**config.mk**
```make
export PLATFORM = sky130hd
export DESIGN_NAME = async_nor_flash_timing_engine
export DESIGN_NICKNAME = d
export VERILOG_FILES = /design/src/logic/nor_timing_pkg.sv /design/src/logic/async_nor_flash_timing_engine.sv /design/src/logic/word_fifo.sv
export SDC_FILE = /design/constraint.sdc
export NUM_CORES = 1
export LEC_CHECK = 0
export BUFFER_PORTS_ARGS = -buffer_cell sky130_fd_sc_hd__buf_4
export CAP_MARGIN = 20
export CORE_AREA = 2 2 325 327
export DETAILED_ROUTE_END_ITERATION = 7
export DIE_AREA = 0 0 327 329
export MAX_ROUTING_LAYER = met4
export PLACE_DENSITY = 0.46
export SYNTH_ARGS = -nofsm -noshare
export SYNTH_HDL_FRONTEND = slang
export SYNTH_HIERARCHICAL = 1
export SYNTH_SLANG_ARGS = --single-unit
export TNS_END_PERCENT = 20
```
**constraint.sdc**
```tcl
create_clock -name mclk_in -period 14.9 [get_ports mclk_in]
set_input_delay 2.98 -clock mclk_in [delete_from_list [all_inputs] [get_ports mclk_in]]
set_output_delay 2.98 -clock mclk_in [all_outputs]
set_load 0.05 [all_outputs]
```
**src/logic/nor_timing_pkg.sv**
```systemverilog
// Shared constants and types of the asynchronous NOR strobe timing engine
package nor_timing_pkg;
   // ==========================================================================
   // Sizes
   localparam int NUM_SELECTS = 8;
   localparam int NUM_WAITS = 2;
   localparam int TIME_W = 5;
   localparam int PAGE_W = 4;
   localparam int CNT_W = 8;
   localparam int ADDR_W = 27;
   localparam int DATA_W = 16;
   localparam int BURST_W = 2;
   localparam int SEL_W = 3;
   localparam int FIFO_DEPTH = 4;
   // ==========================================================================
   // External clock divider codes
   localparam logic [1:0] DIV_BY_ONE = 2'h0;
   localparam logic [1:0] DIV_BY_TWO = 2'h1;
   localparam logic [1:0] DIV_BY_THREE = 2'h2;
   // Keeps edge minus start time positive; a multiple of both 3 and 4
   localparam logic [CNT_W-1:0] DIFF_BIAS = 8'h18;
   localparam logic [CNT_W-1:0] CNT_ZERO = 8'h00;
   localparam logic [CNT_W-1:0] CNT_ONE = 8'h01;
   localparam logic [CNT_W-1:0] CNT_MAX = 8'hff;
   localparam logic [BURST_W:0] IDX_ZERO = 3'h0;
   localparam logic [1:0] BYTES_OFF = 2'h3;
   // ==========================================================================
   // Per chip select timing set
   typedef struct packed {
      logic [1:0] ext_clock_divide_sel;
      logic timing_scale_x2;
      logic [TIME_W-1:0] select_assert_time;
      logic [TIME_W-1:0] select_read_release_time;
      logic [TIME_W-1:0] select_write_release_time;
      logic [TIME_W-1:0] addr_valid_assert_time;
      logic [TIME_W-1:0] addr_valid_read_release;
      logic [TIME_W-1:0] addr_valid_write_release;
      logic [TIME_W-1:0] read_strobe_assert_time;
      logic [TIME_W-1:0] read_strobe_release_time;
      logic [TIME_W-1:0] write_strobe_assert_time;
      logic [TIME_W-1:0] write_strobe_release_time;
      logic [TIME_W-1:0] read_cycle_length;
      logic [TIME_W-1:0] write_cycle_length;
      logic [TIME_W-1:0] sample_delay;
      logic [PAGE_W-1:0] page_word_interval;
      logic [PAGE_W-1:0] inter_access_gap;
      logic [PAGE_W-1:0] ext_clock_start_time;
      logic select_half_cycle;
      logic addr_valid_half_cycle;
      logic read_strobe_half_cycle;
      logic write_strobe_half_cycle;
      logic wait_enable;
      logic wait_pin_sel;
   } select_cfg_t;
   typedef struct packed {
      logic write;
      logic [SEL_W-1:0] select;
      logic [ADDR_W-1:0] addr;
      logic [1:0] byte_en;
      logic [DATA_W-1:0] wdata;
      logic [BURST_W-1:0] extra_words;
   } access_req_t;
   typedef enum logic [2:0] {
      ST_IDLE = 3'b001,
      ST_ACCESS = 3'b010,
      ST_GAP = 3'b100
   } engine_state_t;
endpackage

```
**src/logic/async_nor_flash_timing_engine.sv**
```systemverilog
// Strobe timing engine for asynchronous NOR flash accesses on eight chip selects
`timescale 1ns/10ps
`default_nettype none
module async_nor_flash_timing_engine #(
   parameter int FIFO_WIDTH = nor_timing_pkg::DATA_W,
   parameter int FIFO_DEPTH = nor_timing_pkg::FIFO_DEPTH
) (
   input wire logic mclk_in,
   input wire logic arst_n_in,
   input wire logic req_valid_in,
   input wire nor_timing_pkg::access_req_t req_in,
   output logic req_ready_out,
   input wire nor_timing_pkg::select_cfg_t cfg_in [nor_timing_pkg::NUM_SELECTS],
   input wire logic [nor_timing_pkg::NUM_WAITS-1:0] wait_in,
   output logic [nor_timing_pkg::NUM_SELECTS-1:0] cs_n_out,
   output logic addr_valid_n_out,
   output logic read_strobe_n_out,
   output logic write_strobe_n_out,
   output logic [1:0] byte_en_n_out,
   output logic [nor_timing_pkg::ADDR_W-1:0] addr_out,
   output logic addr_drive_out,
   output logic [nor_timing_pkg::DATA_W-1:0] data_out,
   output logic data_oe_out,
   input wire logic [nor_timing_pkg::DATA_W-1:0] data_in,
   output logic ext_clk_out,
   output logic busy_out,
   output logic rd_valid_out,
   output logic [FIFO_WIDTH-1:0] rd_data_out,
   input wire logic rd_ready_in
);
   localparam int CW = nor_timing_pkg::CNT_W;
   // ==========================================================================
   // Reset release
   logic rst_meta_r;
   logic rst_n;
   always_ff @(posedge mclk_in or negedge arst_n_in) begin
      if (!arst_n_in) begin
         rst_meta_r <= 1'b0;
         rst_n <= 1'b0;
      end else begin
         rst_meta_r <= 1'b1;
         rst_n <= rst_meta_r;
      end
   end
   // ==========================================================================
   // Edge placement
   function automatic logic [CW-1:0] scale(input logic [nor_timing_pkg::TIME_W-1:0] t, input logic x2);
      scale = x2 ? CW'({t, 1'b0}) : CW'(t);
   endfunction
   // Scaled time plus the cycles that line the edge up with the external clock
   function automatic logic [CW-1:0] place(input logic [nor_timing_pkg::TIME_W-1:0] t,
                                           input nor_timing_pkg::select_cfg_t c);
      logic [CW-1:0] diff;
      logic [CW-1:0] adj;
      diff = CW'(t) - CW'(c.ext_clock_start_time) + nor_timing_pkg::DIFF_BIAS;
      case (c.ext_clock_divide_sel)
         nor_timing_pkg::DIV_BY_ONE: adj = nor_timing_pkg::CNT_ZERO;
         nor_timing_pkg::DIV_BY_TWO: adj = CW'(t[0] ^ c.ext_clock_start_time[0]);
         nor_timing_pkg::DIV_BY_THREE: adj = diff % 8'h03;
         default: adj = CW'(diff[1:0]);
      endcase
      place = scale(t, c.timing_scale_x2) + adj;
   endfunction
   // ==========================================================================
   // Request latch
   nor_timing_pkg::select_cfg_t cfg_sel;
   nor_timing_pkg::engine_state_t state_r;
   logic accept;
   logic [CW-1:0] page_nxt;
   logic [CW-1:0] burst_nxt;
   logic [CW-1:0] e_cs_on_r, e_cs_off_r, e_adv_on_r, e_adv_off_r, e_oe_on_r, e_oe_off_r;
   logic [CW-1:0] e_we_on_r, e_we_off_r, e_len_r, e_sample_r, e_page_r, e_gap_r;
   logic [nor_timing_pkg::PAGE_W-1:0] clk_start_r;
   logic [1:0] div_r;
   logic cs_half_r, adv_half_r, oe_half_r, we_half_r, wait_en_r, wait_sel_r, write_r;
   logic [nor_timing_pkg::SEL_W-1:0] sel_r;
   logic [nor_timing_pkg::ADDR_W-1:0] addr_r;
   logic [1:0] be_r;
   logic [nor_timing_pkg::DATA_W-1:0] wdata_r;
   logic [nor_timing_pkg::BURST_W-1:0] extra_r;
   assign cfg_sel = cfg_in[req_in.select];
   assign accept = req_valid_in && req_ready_out;
   assign page_nxt = scale(nor_timing_pkg::TIME_W'(cfg_sel.page_word_interval), cfg_sel.timing_scale_x2);
   assign burst_nxt = CW'(req_in.extra_words) * page_nxt;
   always_ff @(posedge mclk_in or negedge rst_n) begin
      if (!rst_n) begin
         {e_cs_on_r, e_cs_off_r, e_adv_on_r, e_adv_off_r, e_oe_on_r, e_oe_off_r} <= '0;
         {e_we_on_r, e_we_off_r, e_len_r, e_sample_r, e_page_r, e_gap_r} <= '0;
         {cs_half_r, adv_half_r, oe_half_r, we_half_r, wait_en_r, wait_sel_r, write_r} <= '0;
         clk_start_r <= '0;
         div_r <= nor_timing_pkg::DIV_BY_ONE;
         sel_r <= '0;
         addr_r <= '0;
         be_r <= '0;
         wdata_r <= '0;
         extra_r <= '0;
      end else if (accept) begin
         e_cs_on_r <= place(cfg_sel.select_assert_time, cfg_sel);
         e_cs_off_r <= place(req_in.write ? cfg_sel.select_write_release_time
                                          : cfg_sel.select_read_release_time, cfg_sel) + burst_nxt;
         e_adv_on_r <= place(cfg_sel.addr_valid_assert_time, cfg_sel);
         e_adv_off_r <= place(req_in.write ? cfg_sel.addr_valid_write_release
                                           : cfg_sel.addr_valid_read_release, cfg_sel);
         e_oe_on_r <= place(cfg_sel.read_strobe_assert_time, cfg_sel);
         e_oe_off_r <= place(cfg_sel.read_strobe_release_time, cfg_sel) + burst_nxt;
         e_we_on_r <= place(cfg_sel.write_strobe_assert_time, cfg_sel);
         e_we_off_r <= place(cfg_sel.write_strobe_release_time, cfg_sel);
         e_len_r <= scale(req_in.write ? cfg_sel.write_cycle_length
                                       : cfg_sel.read_cycle_length, cfg_sel.timing_scale_x2) + burst_nxt;
         e_sample_r <= scale(cfg_sel.sample_delay, cfg_sel.timing_scale_x2);
         e_page_r <= page_nxt;
         e_gap_r <= scale(nor_timing_pkg::TIME_W'(cfg_sel.inter_access_gap), cfg_sel.timing_scale_x2);
         clk_start_r <= cfg_sel.ext_clock_start_time;
         div_r <= cfg_sel.ext_clock_divide_sel;
         cs_half_r <= cfg_sel.select_half_cycle;
         adv_half_r <= cfg_sel.addr_valid_half_cycle;
         oe_half_r <= cfg_sel.read_strobe_half_cycle;
         we_half_r <= cfg_sel.write_strobe_half_cycle;
         wait_en_r <= cfg_sel.wait_enable;
         wait_sel_r <= cfg_sel.wait_pin_sel;
         write_r <= req_in.write;
         sel_r <= req_in.select;
         addr_r <= req_in.addr;
         be_r <= req_in.byte_en;
         wdata_r <= req_in.wdata;
         extra_r <= req_in.extra_words;
      end
   end
   // ==========================================================================
   // Sequencer
   logic act;
   logic stall;
   logic due;
   logic step;
   logic push;
   logic last;
   logic fifo_in_ready;
   logic [CW-1:0] cyc_r;
   logic [CW-1:0] gap_cnt_r;
   logic [CW-1:0] next_sample_r;
   logic [nor_timing_pkg::BURST_W:0] idx_r;
   logic cs_pos_r;
   assign act = state_r == nor_timing_pkg::ST_ACCESS;
   assign due = act && cyc_r == next_sample_r && idx_r <= {1'b0, extra_r};
   // A full read FIFO freezes the access just like a wait pin
   assign stall = (act && wait_en_r && wait_in[wait_sel_r] && cs_pos_r) || (due && !write_r && !fifo_in_ready);
   assign step = due && !stall;
   assign push = step && !write_r;
   assign last = (cyc_r + nor_timing_pkg::CNT_ONE) >= e_len_r;
   always_ff @(posedge mclk_in or negedge rst_n) begin
      if (!rst_n) begin
         state_r <= nor_timing_pkg::ST_IDLE;
         gap_cnt_r <= nor_timing_pkg::CNT_ZERO;
         req_ready_out <= 1'b0;
      end else begin
         req_ready_out <= 1'b0;
         case (state_r)
            nor_timing_pkg::ST_IDLE: begin
               req_ready_out <= !accept;
               if (accept) begin
                  state_r <= nor_timing_pkg::ST_ACCESS;
               end
            end
            nor_timing_pkg::ST_ACCESS: begin
               if (!stall && last) begin
                  gap_cnt_r <= e_gap_r;
                  state_r <= (e_gap_r == nor_timing_pkg::CNT_ZERO) ? nor_timing_pkg::ST_IDLE
                                                                   : nor_timing_pkg::ST_GAP;
                  req_ready_out <= e_gap_r == nor_timing_pkg::CNT_ZERO;
               end
            end
            nor_timing_pkg::ST_GAP: begin
               gap_cnt_r <= gap_cnt_r - nor_timing_pkg::CNT_ONE;
               if (gap_cnt_r == nor_timing_pkg::CNT_ONE) begin
                  state_r <= nor_timing_pkg::ST_IDLE;
                  req_ready_out <= 1'b1;
               end
            end
            default: begin
               state_r <= nor_timing_pkg::ST_IDLE;
            end
         endcase
      end
   end
   always_ff @(posedge mclk_in or negedge rst_n) begin
      if (!rst_n) begin
         cyc_r <= nor_timing_pkg::CNT_ZERO;
         next_sample_r <= nor_timing_pkg::CNT_ZERO;
         idx_r <= nor_timing_pkg::IDX_ZERO;
      end else if (accept) begin
         cyc_r <= nor_timing_pkg::CNT_ZERO;
         next_sample_r <= scale(cfg_sel.sample_delay, cfg_sel.timing_scale_x2);
         idx_r <= nor_timing_pkg::IDX_ZERO;
      end else if (act && !stall) begin
         cyc_r <= cyc_r + nor_timing_pkg::CNT_ONE;
         if (step) begin
            next_sample_r <= next_sample_r + e_page_r;
            idx_r <= idx_r + 1'b1;
         end
      end
   end
   // ==========================================================================
   // Strobes on the rising edge
   logic adv_pos_r, oe_pos_r, we_pos_r;
   always_ff @(posedge mclk_in or negedge rst_n) begin
      if (!rst_n) begin
         cs_pos_r <= 1'b0;
         adv_pos_r <= 1'b0;
         oe_pos_r <= 1'b0;
         we_pos_r <= 1'b0;
         byte_en_n_out <= nor_timing_pkg::BYTES_OFF;
         addr_drive_out <= 1'b0;
         addr_out <= '0;
         data_out <= '0;
         data_oe_out <= 1'b0;
         busy_out <= 1'b0;
      end else begin
         cs_pos_r <= act && cyc_r >= e_cs_on_r && cyc_r < e_cs_off_r;
         adv_pos_r <= act && cyc_r >= e_adv_on_r && cyc_r < e_adv_off_r;
         oe_pos_r <= act && !write_r && cyc_r >= e_oe_on_r && cyc_r < e_oe_off_r;
         we_pos_r <= act && write_r && cyc_r >= e_we_on_r && cyc_r < e_we_off_r;
         byte_en_n_out <= act ? ~be_r : nor_timing_pkg::BYTES_OFF;
         addr_drive_out <= act;
         addr_out <= addr_r + nor_timing_pkg::ADDR_W'(idx_r);
         data_out <= wdata_r;
         data_oe_out <= act && write_r;
         busy_out <= !(state_r == nor_timing_pkg::ST_IDLE);
      end
   end
   // ==========================================================================
   // Half-cycle copies on the falling edge
   logic cs_neg_r, adv_neg_r, oe_neg_r, we_neg_r;
   logic cs_lvl;
   always_ff @(negedge mclk_in or negedge rst_n) begin
      if (!rst_n) begin
         {cs_neg_r, adv_neg_r, oe_neg_r, we_neg_r} <= '0;
      end else begin
         {cs_neg_r, adv_neg_r, oe_neg_r, we_neg_r} <= {cs_pos_r, adv_pos_r, oe_pos_r, we_pos_r};
      end
   end
   assign cs_lvl = cs_half_r ? cs_neg_r : cs_pos_r;
   assign addr_valid_n_out = !(adv_half_r ? adv_neg_r : adv_pos_r);
   assign read_strobe_n_out = !(oe_half_r ? oe_neg_r : oe_pos_r);
   assign write_strobe_n_out = !(we_half_r ? we_neg_r : we_pos_r);
   genvar gi;
   generate
      for (gi = 0; gi < nor_timing_pkg::NUM_SELECTS; gi++) begin : g_select
         assign cs_n_out[gi] = !(cs_lvl && sel_r == nor_timing_pkg::SEL_W'(gi));
      end
   endgenerate
   // ==========================================================================
   // External memory clock
   logic [1:0] phase_r;
   logic running;
   logic [1:0] hi_len;
   assign running = act && cyc_r >= CW'(clk_start_r);
   assign hi_len = 2'((3'(div_r) + 3'h2) >> 1);
   always_ff @(posedge mclk_in or negedge rst_n) begin
      if (!rst_n) begin
         phase_r <= 2'h0;
         ext_clk_out <= 1'b0;
      end else begin
         phase_r <= (!running || phase_r == div_r) ? 2'h0 : phase_r + 2'h1;
         ext_clk_out <= running && phase_r < hi_len;
      end
   end
   // ==========================================================================
   // Read data buffer
   word_fifo #(
      .WIDTH(FIFO_WIDTH),
      .DEPTH(FIFO_DEPTH)
   ) u_read_fifo (
      .clk_in(mclk_in),
      .rst_n_in(rst_n),
      .in_valid_in(push),
      .in_data_in(FIFO_WIDTH'(data_in)),
      .in_ready_out(fifo_in_ready),
      .out_valid_out(rd_valid_out),
      .out_data_out(rd_data_out),
      .out_ready_in(rd_ready_in)
   );
   // ==========================================================================
   // Checks
   logic [CW-1:0] inv_cnt_r;
   always_ff @(posedge mclk_in or negedge rst_n) begin
      if (!rst_n) begin
         inv_cnt_r <= nor_timing_pkg::CNT_MAX;
      end else if (addr_drive_out) begin
         inv_cnt_r <= nor_timing_pkg::CNT_ZERO;
      end else if (inv_cnt_r != nor_timing_pkg::CNT_MAX) begin
         inv_cnt_r <= inv_cnt_r + nor_timing_pkg::CNT_ONE;
      end
   end
endmodule
`default_nettype wire

```
**src/logic/word_fifo.sv**
```systemverilog
// Read data FIFO with valid/ready on both sides
`timescale 1ns/10ps
`default_nettype none
module word_fifo #(
   parameter int WIDTH = 16,
   parameter int DEPTH = 4
) (
   input wire logic clk_in,
   input wire logic rst_n_in,
   input wire logic in_valid_in,
   input wire logic [WIDTH-1:0] in_data_in,
   output logic in_ready_out,
   output logic out_valid_out,
   output logic [WIDTH-1:0] out_data_out,
   input wire logic out_ready_in
);
   // Depth is a power of two so the pointers wrap on their own
   localparam int AW = $clog2(DEPTH);
   logic [WIDTH-1:0] mem_r [DEPTH];
   logic [AW-1:0] wr_ptr_r;
   logic [AW-1:0] rd_ptr_r;
   logic [AW:0] count_r;
   logic push;
   logic pop;
   assign in_ready_out = count_r != (AW+1)'(DEPTH);
   assign out_valid_out = count_r != '0;
   assign out_data_out = mem_r[rd_ptr_r];
   assign push = in_valid_in && in_ready_out;
   assign pop = out_valid_out && out_ready_in;
   always_ff @(posedge clk_in) begin
      if (push) begin
         mem_r[wr_ptr_r] <= in_data_in;
      end
   end
   always_ff @(posedge clk_in or negedge rst_n_in) begin
      if (!rst_n_in) begin
         wr_ptr_r <= '0;
         rd_ptr_r <= '0;
         count_r <= '0;
      end else begin
         if (push) begin
            wr_ptr_r <= wr_ptr_r + 1'b1;
         end
         if (pop) begin
            rd_ptr_r <= rd_ptr_r + 1'b1;
         end
         count_r <= count_r + (AW+1)'(push) - (AW+1)'(pop);
      end
   end
endmodule
`default_nettype wire

```
Word-level counts from Yosys, hierarchy flattened
Memories as Yosys holds them, arrays and structs flattened. Index checks and enable logic that the tools add are counted.

Add/subtract/negate cells: 38. Multiply operators: 1. Divide/modulo/power cells: 8. Magnitude comparators: 14. Equality and inequality tests: 19. Muxes and demuxes: 62. Bitwise operators: 10. Reduce and logical (&&, ||, !) cells: 63.

Operators with widths (number): $bmux W86 S3 (1); $pmux W8 S3 (8); $mux W86 (2); $mux W8 (14); $add A6 B8 Y8 (8); $mod A8 B2 Y8 const B (8); $mux W6 (10); $add A6 B6 Y7 const B (8); $sub A5 B4 Y6 (8); $ge A8 B8 Y1 (5); $logic_and A1 B1 Y1 (34); $lt A8 B8 Y1 (4); $add A27 B3 Y27 (1); $mux W5 (5); $mux W3 (7); $logic_not A1 Y1 (17); $add A8 B7 Y8 (2); $pmux W8 S2 (1); $eq A3 B3 Y1 const B (5); $mux W1 (10); $eq A3 B2 Y1 const B (3); $pmux W3 S3 (1); $add A6 B7 Y8 (1); $add A8 B1 Y8 const B (1); 35 further kinds (51).

Register bits after elaboration: 250. RAM bits: 64. Bits of input ports: 761. Output and inout bits: 78. Logic and storage cells: 268. Memories kept: 1.

Memories: u_read_fifo.mem_r (depth 4, bits a word 16, rd ports 1, clocked after Yosys merged registers in 0, write ports 1, RTL line word_fifo.sv:19) `logic [WIDTH-1:0] mem_r [DEPTH];`.

Longest topological paths before layout
Depth after elaboration: 12. Depth in mapped cells: 48.

By module
The synthesis kept the hierarchy.

By module, submodules not included: async_nor_flash_timing_engine (instances 1, cells each 2809, area an instance 25831.0 um2); word_fifo (instances 1, cells each 126, area an instance 2822.7 um2).

==> metrics.log <==
INFO  metric synthArstFlopShare = 79.2%
INFO  metric pwr_density_cell = 178 mW/mm²
INFO  metric layout.cells.most_common = sky130_fd_sc_hd__buf_4
INFO  metric fin_crit_sh = 84.3%
INFO  metric viasPerCell = 5.05
INFO  metric critPathMaxStageDelay = 0.58 ns
INFO  metric final_hold_viol_count = 0
INFO  metric die_height = 329 µm
INFO  metric post_synth_instance_area = 0.0287 mm²
INFO  metric drive_gt1_share = 32.3%
INFO  metric io_buffer_count = 838
INFO  metric maxClockFrequency = 79.7 MHz
INFO  metric timing.critical_path.fanout_max = 50
INFO  metric rr_startpoint = rst_n
INFO  metric critical_path.n_buffers_inverters = 5
INFO  metric fp.coreArea = 0.104 mm²
INFO  metric regToRegEndpoint = we_neg_r
INFO  metric fp.dieArea = 0.108 mm²
INFO  metric synth-seq-cells = 308
INFO  metric synth_sequential_area_ratio = 28.0%
INFO  metric hold_class = flop to asynchronous set/reset pin
INFO  metric end_kind = flop
INFO  metric ctsResizeCount = 0
INFO  metric relSlewSlack = 28.6%
INFO  metric reg2reg_slack = 6.07 ns
INFO  metric initial_utilization = 27.5%
INFO  metric post_placement_cell_area = 0.0365 mm²
INFO  metric timing_endpoint_of_the_critical_path = e_cs_off_r[7]
INFO  metric drtIter0Drc = 1,824
INFO  metric grt_overflow = 0
INFO  metric cts-buffers-inserted = 37
INFO  metric final_net_count = 4,738
INFO  metric fillers = 10,700
INFO  metric ioPinCount = 839
INFO  metric final_hpwl_from_detailed_placement = 115 mm
INFO  metric worst-slew-pin-transition = 1.04 ns
INFO  metric post_route_worst_setup_slack = 2.35 ns
INFO  metric rsz_0062_raised_after_global_routing = false
INFO  metric reg2reg_depth = 1
INFO  metric syn-mean-instance-area = 9.76 µm²
INFO  metric drt-total-wl = 138 mm
INFO  metric synth.lib_cells_used.distinct = 104
INFO  metric number_of_remaining_drc_errors = 0
INFO  metric die_x = 327 µm
INFO  metric setup.worst_path.class = input port to flop
INFO  metric postCtsSetupRepairBufs = 0
INFO  metric ys.warnings.count = 6
INFO  metric area_growth_syn_to_layout = 32.4%
INFO  metric max_cap_violations = 0
INFO  metric track_usage = 25.6%
INFO  metric cp_top_family = simple AND/OR/NAND/NOR gates
INFO  metric drtPass1Iterations = 5
INFO  metric clock_tree.htree_level_count = 2
INFO  metric status = complete, no violations
INFO  metric critical_path.startpoint = req_in[47]
INFO  metric slew_viol_final = 0
INFO  metric mostFrequentLayoutCells = 871 x sky130_fd_sc_hd__buf_4, 422 x sky130_fd_sc_hd__nand2_1, 236 x sky130_fd_sc_hd__dfrtp_1
INFO  metric syn_inst = 2,935
INFO  metric clock_tree_from_tritoncts = built
INFO  metric grt_pass1_vias = 26,100
INFO  metric p_leak = 17.7 nW
INFO  metric insertion_delay = 0.57 ns
INFO  metric postRouteAntennaNets = 0
INFO  metric rows = 119
INFO  metric clock-skew-final = 0.0291 ns
INFO  metric critical_path_cell_count = 38
INFO  metric antenna_violations_before_repair = 88
INFO  metric clk_pin_slew = 0.07 ns
INFO  metric detail_route.wl_per_cell = 26.5 µm
INFO  metric finalSetupViolations = 0
INFO  metric cp_data_arrival_time = 12.99 ns
INFO  metric final_critical_path_required_period = 12.55 ns
INFO  metric setup_tns = 0 ns
INFO  metric postCtsHoldBufs = 0
INFO  metric ir_drop = 0.114 mV
INFO  metric routabilityCongestion = 0.967
INFO  metric worst_hold_slack_across_all_endpoints = 0.250 ns
INFO  metric route.vias.total = 26,200
INFO  metric grt_first_pass_wirelength = 190 mm
INFO  metric required = 15.34 ns
INFO  metric final_area = 0.0379 mm²
INFO  metric largest_net_degree_at_the_start_of_global_routing = 90
INFO  metric clock_sink_count = 308
INFO  metric worst_path_max_delay_cell = sky130_fd_sc_hd__mux4_2
INFO  metric dpl_worst_slack = 1.85 ns
INFO  metric clockBufferDepth = 3
INFO  metric crit_path_start_kind = input port
INFO  metric synth-edff-count = 64
INFO  metric cts-root-buf = sky130_fd_sc_hd__clkbuf_16
INFO  metric ys.flop_type = sky130_fd_sc_hd__dfrtp_1
-- registers in the layout, summed over array words and instances (netlist names), 4 cells and up --
name,cells
e_cs_off_r,8
u_read_fifo/mem_r,64
e_we_off_r,8
e_oe_off_r,8
e_len_r,8
e_cs_on_r,8
addr_out,27
e_oe_on_r,8
e_adv_on_r,8
next_sample_r,8
e_page_r,5
e_gap_r,5
e_we_on_r,8
gap_cnt_r,8
e_adv_off_r,8
clk_start_r,4
cyc_r,8
addr_r,27
wdata_r,16
data_out,16
-- routing by layer --
layer	vias up	GRT usage [%]	wire length, µm
met5	-	-	0
met4	0	19.5	11700
met3	269	3.69	7100
met2	994	43.5	68600
met1	12600	27.0	50200
li1	12300	-	-
-- where the power goes --
group | switching (W) | internal (W)
clock | 0.000388 | 0.000601
sequential | 0.000193 | 0.00114
combinational | 0.00261 | 0.00184
-- per-stage QoR --
| step | cells | power, W | utilization (%) |
|---|---|---|---|
| 3_3_place_gp | 5071 | 0.00580 | 35.0 |
| 3_5_place_dp | 5071 | 0.00577 | 35.0 |
| 5_1_grt | 5188 | 0.00735 | 36.3 |
| 2_1_floorplan | 2950 | 0.00462 | - |
| 4_1_cts | 5139 | 0.00680 | 36.2 |
| 6_report | 5195 | 0.00677 | 36.3 |
-- worst min path at each step --
stage / endpoint / slack, ns / cells after the start
3_3_place_gp: addr_out[25] / 0.26 / 0
4_1_cts: addr_out[25] / 0.27 / 0
5_1_grt: adv_half_r / 0.29 / 0
6_report: addr_out[23] / 0.25 / 0
3_5_place_dp: addr_out[25] / 0.25 / 0
2_1_floorplan: rst_n / 0.33 / 0
-- synthesized netlist by cell type (47+ instances only) --
| master | number | share of area, % |
|---|---|---|
| sky130_fd_sc_hd__a21oi_1 | 152 | 2.7 |
| sky130_fd_sc_hd__xnor2_1 | 95 | 2.9 |
| sky130_fd_sc_hd__o21ai_0 | 169 | 3.0 |
| sky130_fd_sc_hd__nand2_1 | 423 | 5.5 |
| sky130_fd_sc_hd__edfxtp_1 | 64 | 6.7 |
| sky130_fd_sc_hd__a21o_1 | 67 | 1.8 |
| sky130_fd_sc_hd__ha_1 | 225 | 9.8 |
| sky130_fd_sc_hd__mux4_2 | 194 | 15 |
| sky130_fd_sc_hd__dfrtp_1 | 237 | 21 |
| sky130_fd_sc_hd__inv_1 | 190 | 2.5 |
| sky130_fd_sc_hd__nand3_1 | 47 | 0.82 |
| sky130_fd_sc_hd__nor2_1 | 179 | 2.3 |
| sky130_fd_sc_hd__xor2_1 | 54 | 1.7 |
| sky130_fd_sc_hd__clkbuf_1 | 92 | 1.2 |
| sky130_fd_sc_hd__mux2i_1 | 91 | 3.2 |
-- cells by family (layout without fill, tap and decap cells) --
| logic type | count (synthesis) | in the layout | share of synthesized area (%) |
|---|---|---|---|
| DFF | 308 | 308 | 28.0 |
| xor gates and xnor gates | 164 | 164 | 5.71 |
| and+or+nand+nor | 936 | 936 | 15.3 |
| AOI/OAI and AO/OA | 606 | 606 | 13.8 |
| other | 2 | 73 | 0.0262 |
| adders and majority gates | 259 | 259 | 12.2 |
| buffers and inverters | 336 | 1134 | 4.63 |
| muxes | 324 | 324 | 20.4 |
-- layout make-up --
| type | instances | area [µm²] | area share (%) |
|---|---|---|---|
| Timing Repair Buffer | 875 | 6600 | 17.4 |
| Clock buffer | 51 | 1090 | 2.88 |
| Antenna cell | 56 | 140 | 0.369 |
| Tap cell | 1391 | 1740 | 4.59 |
| Sequential cell | 308 | 8040 | 21.2 |
| Inverter | 191 | 717 | 1.89 |
| Clock inverter | 17 | 223 | 0.587 |
| Multi-Input combinational cell | 2306 | 19400 | 51.1 |
Note: power is estimated with default switching activity, not from simulation.
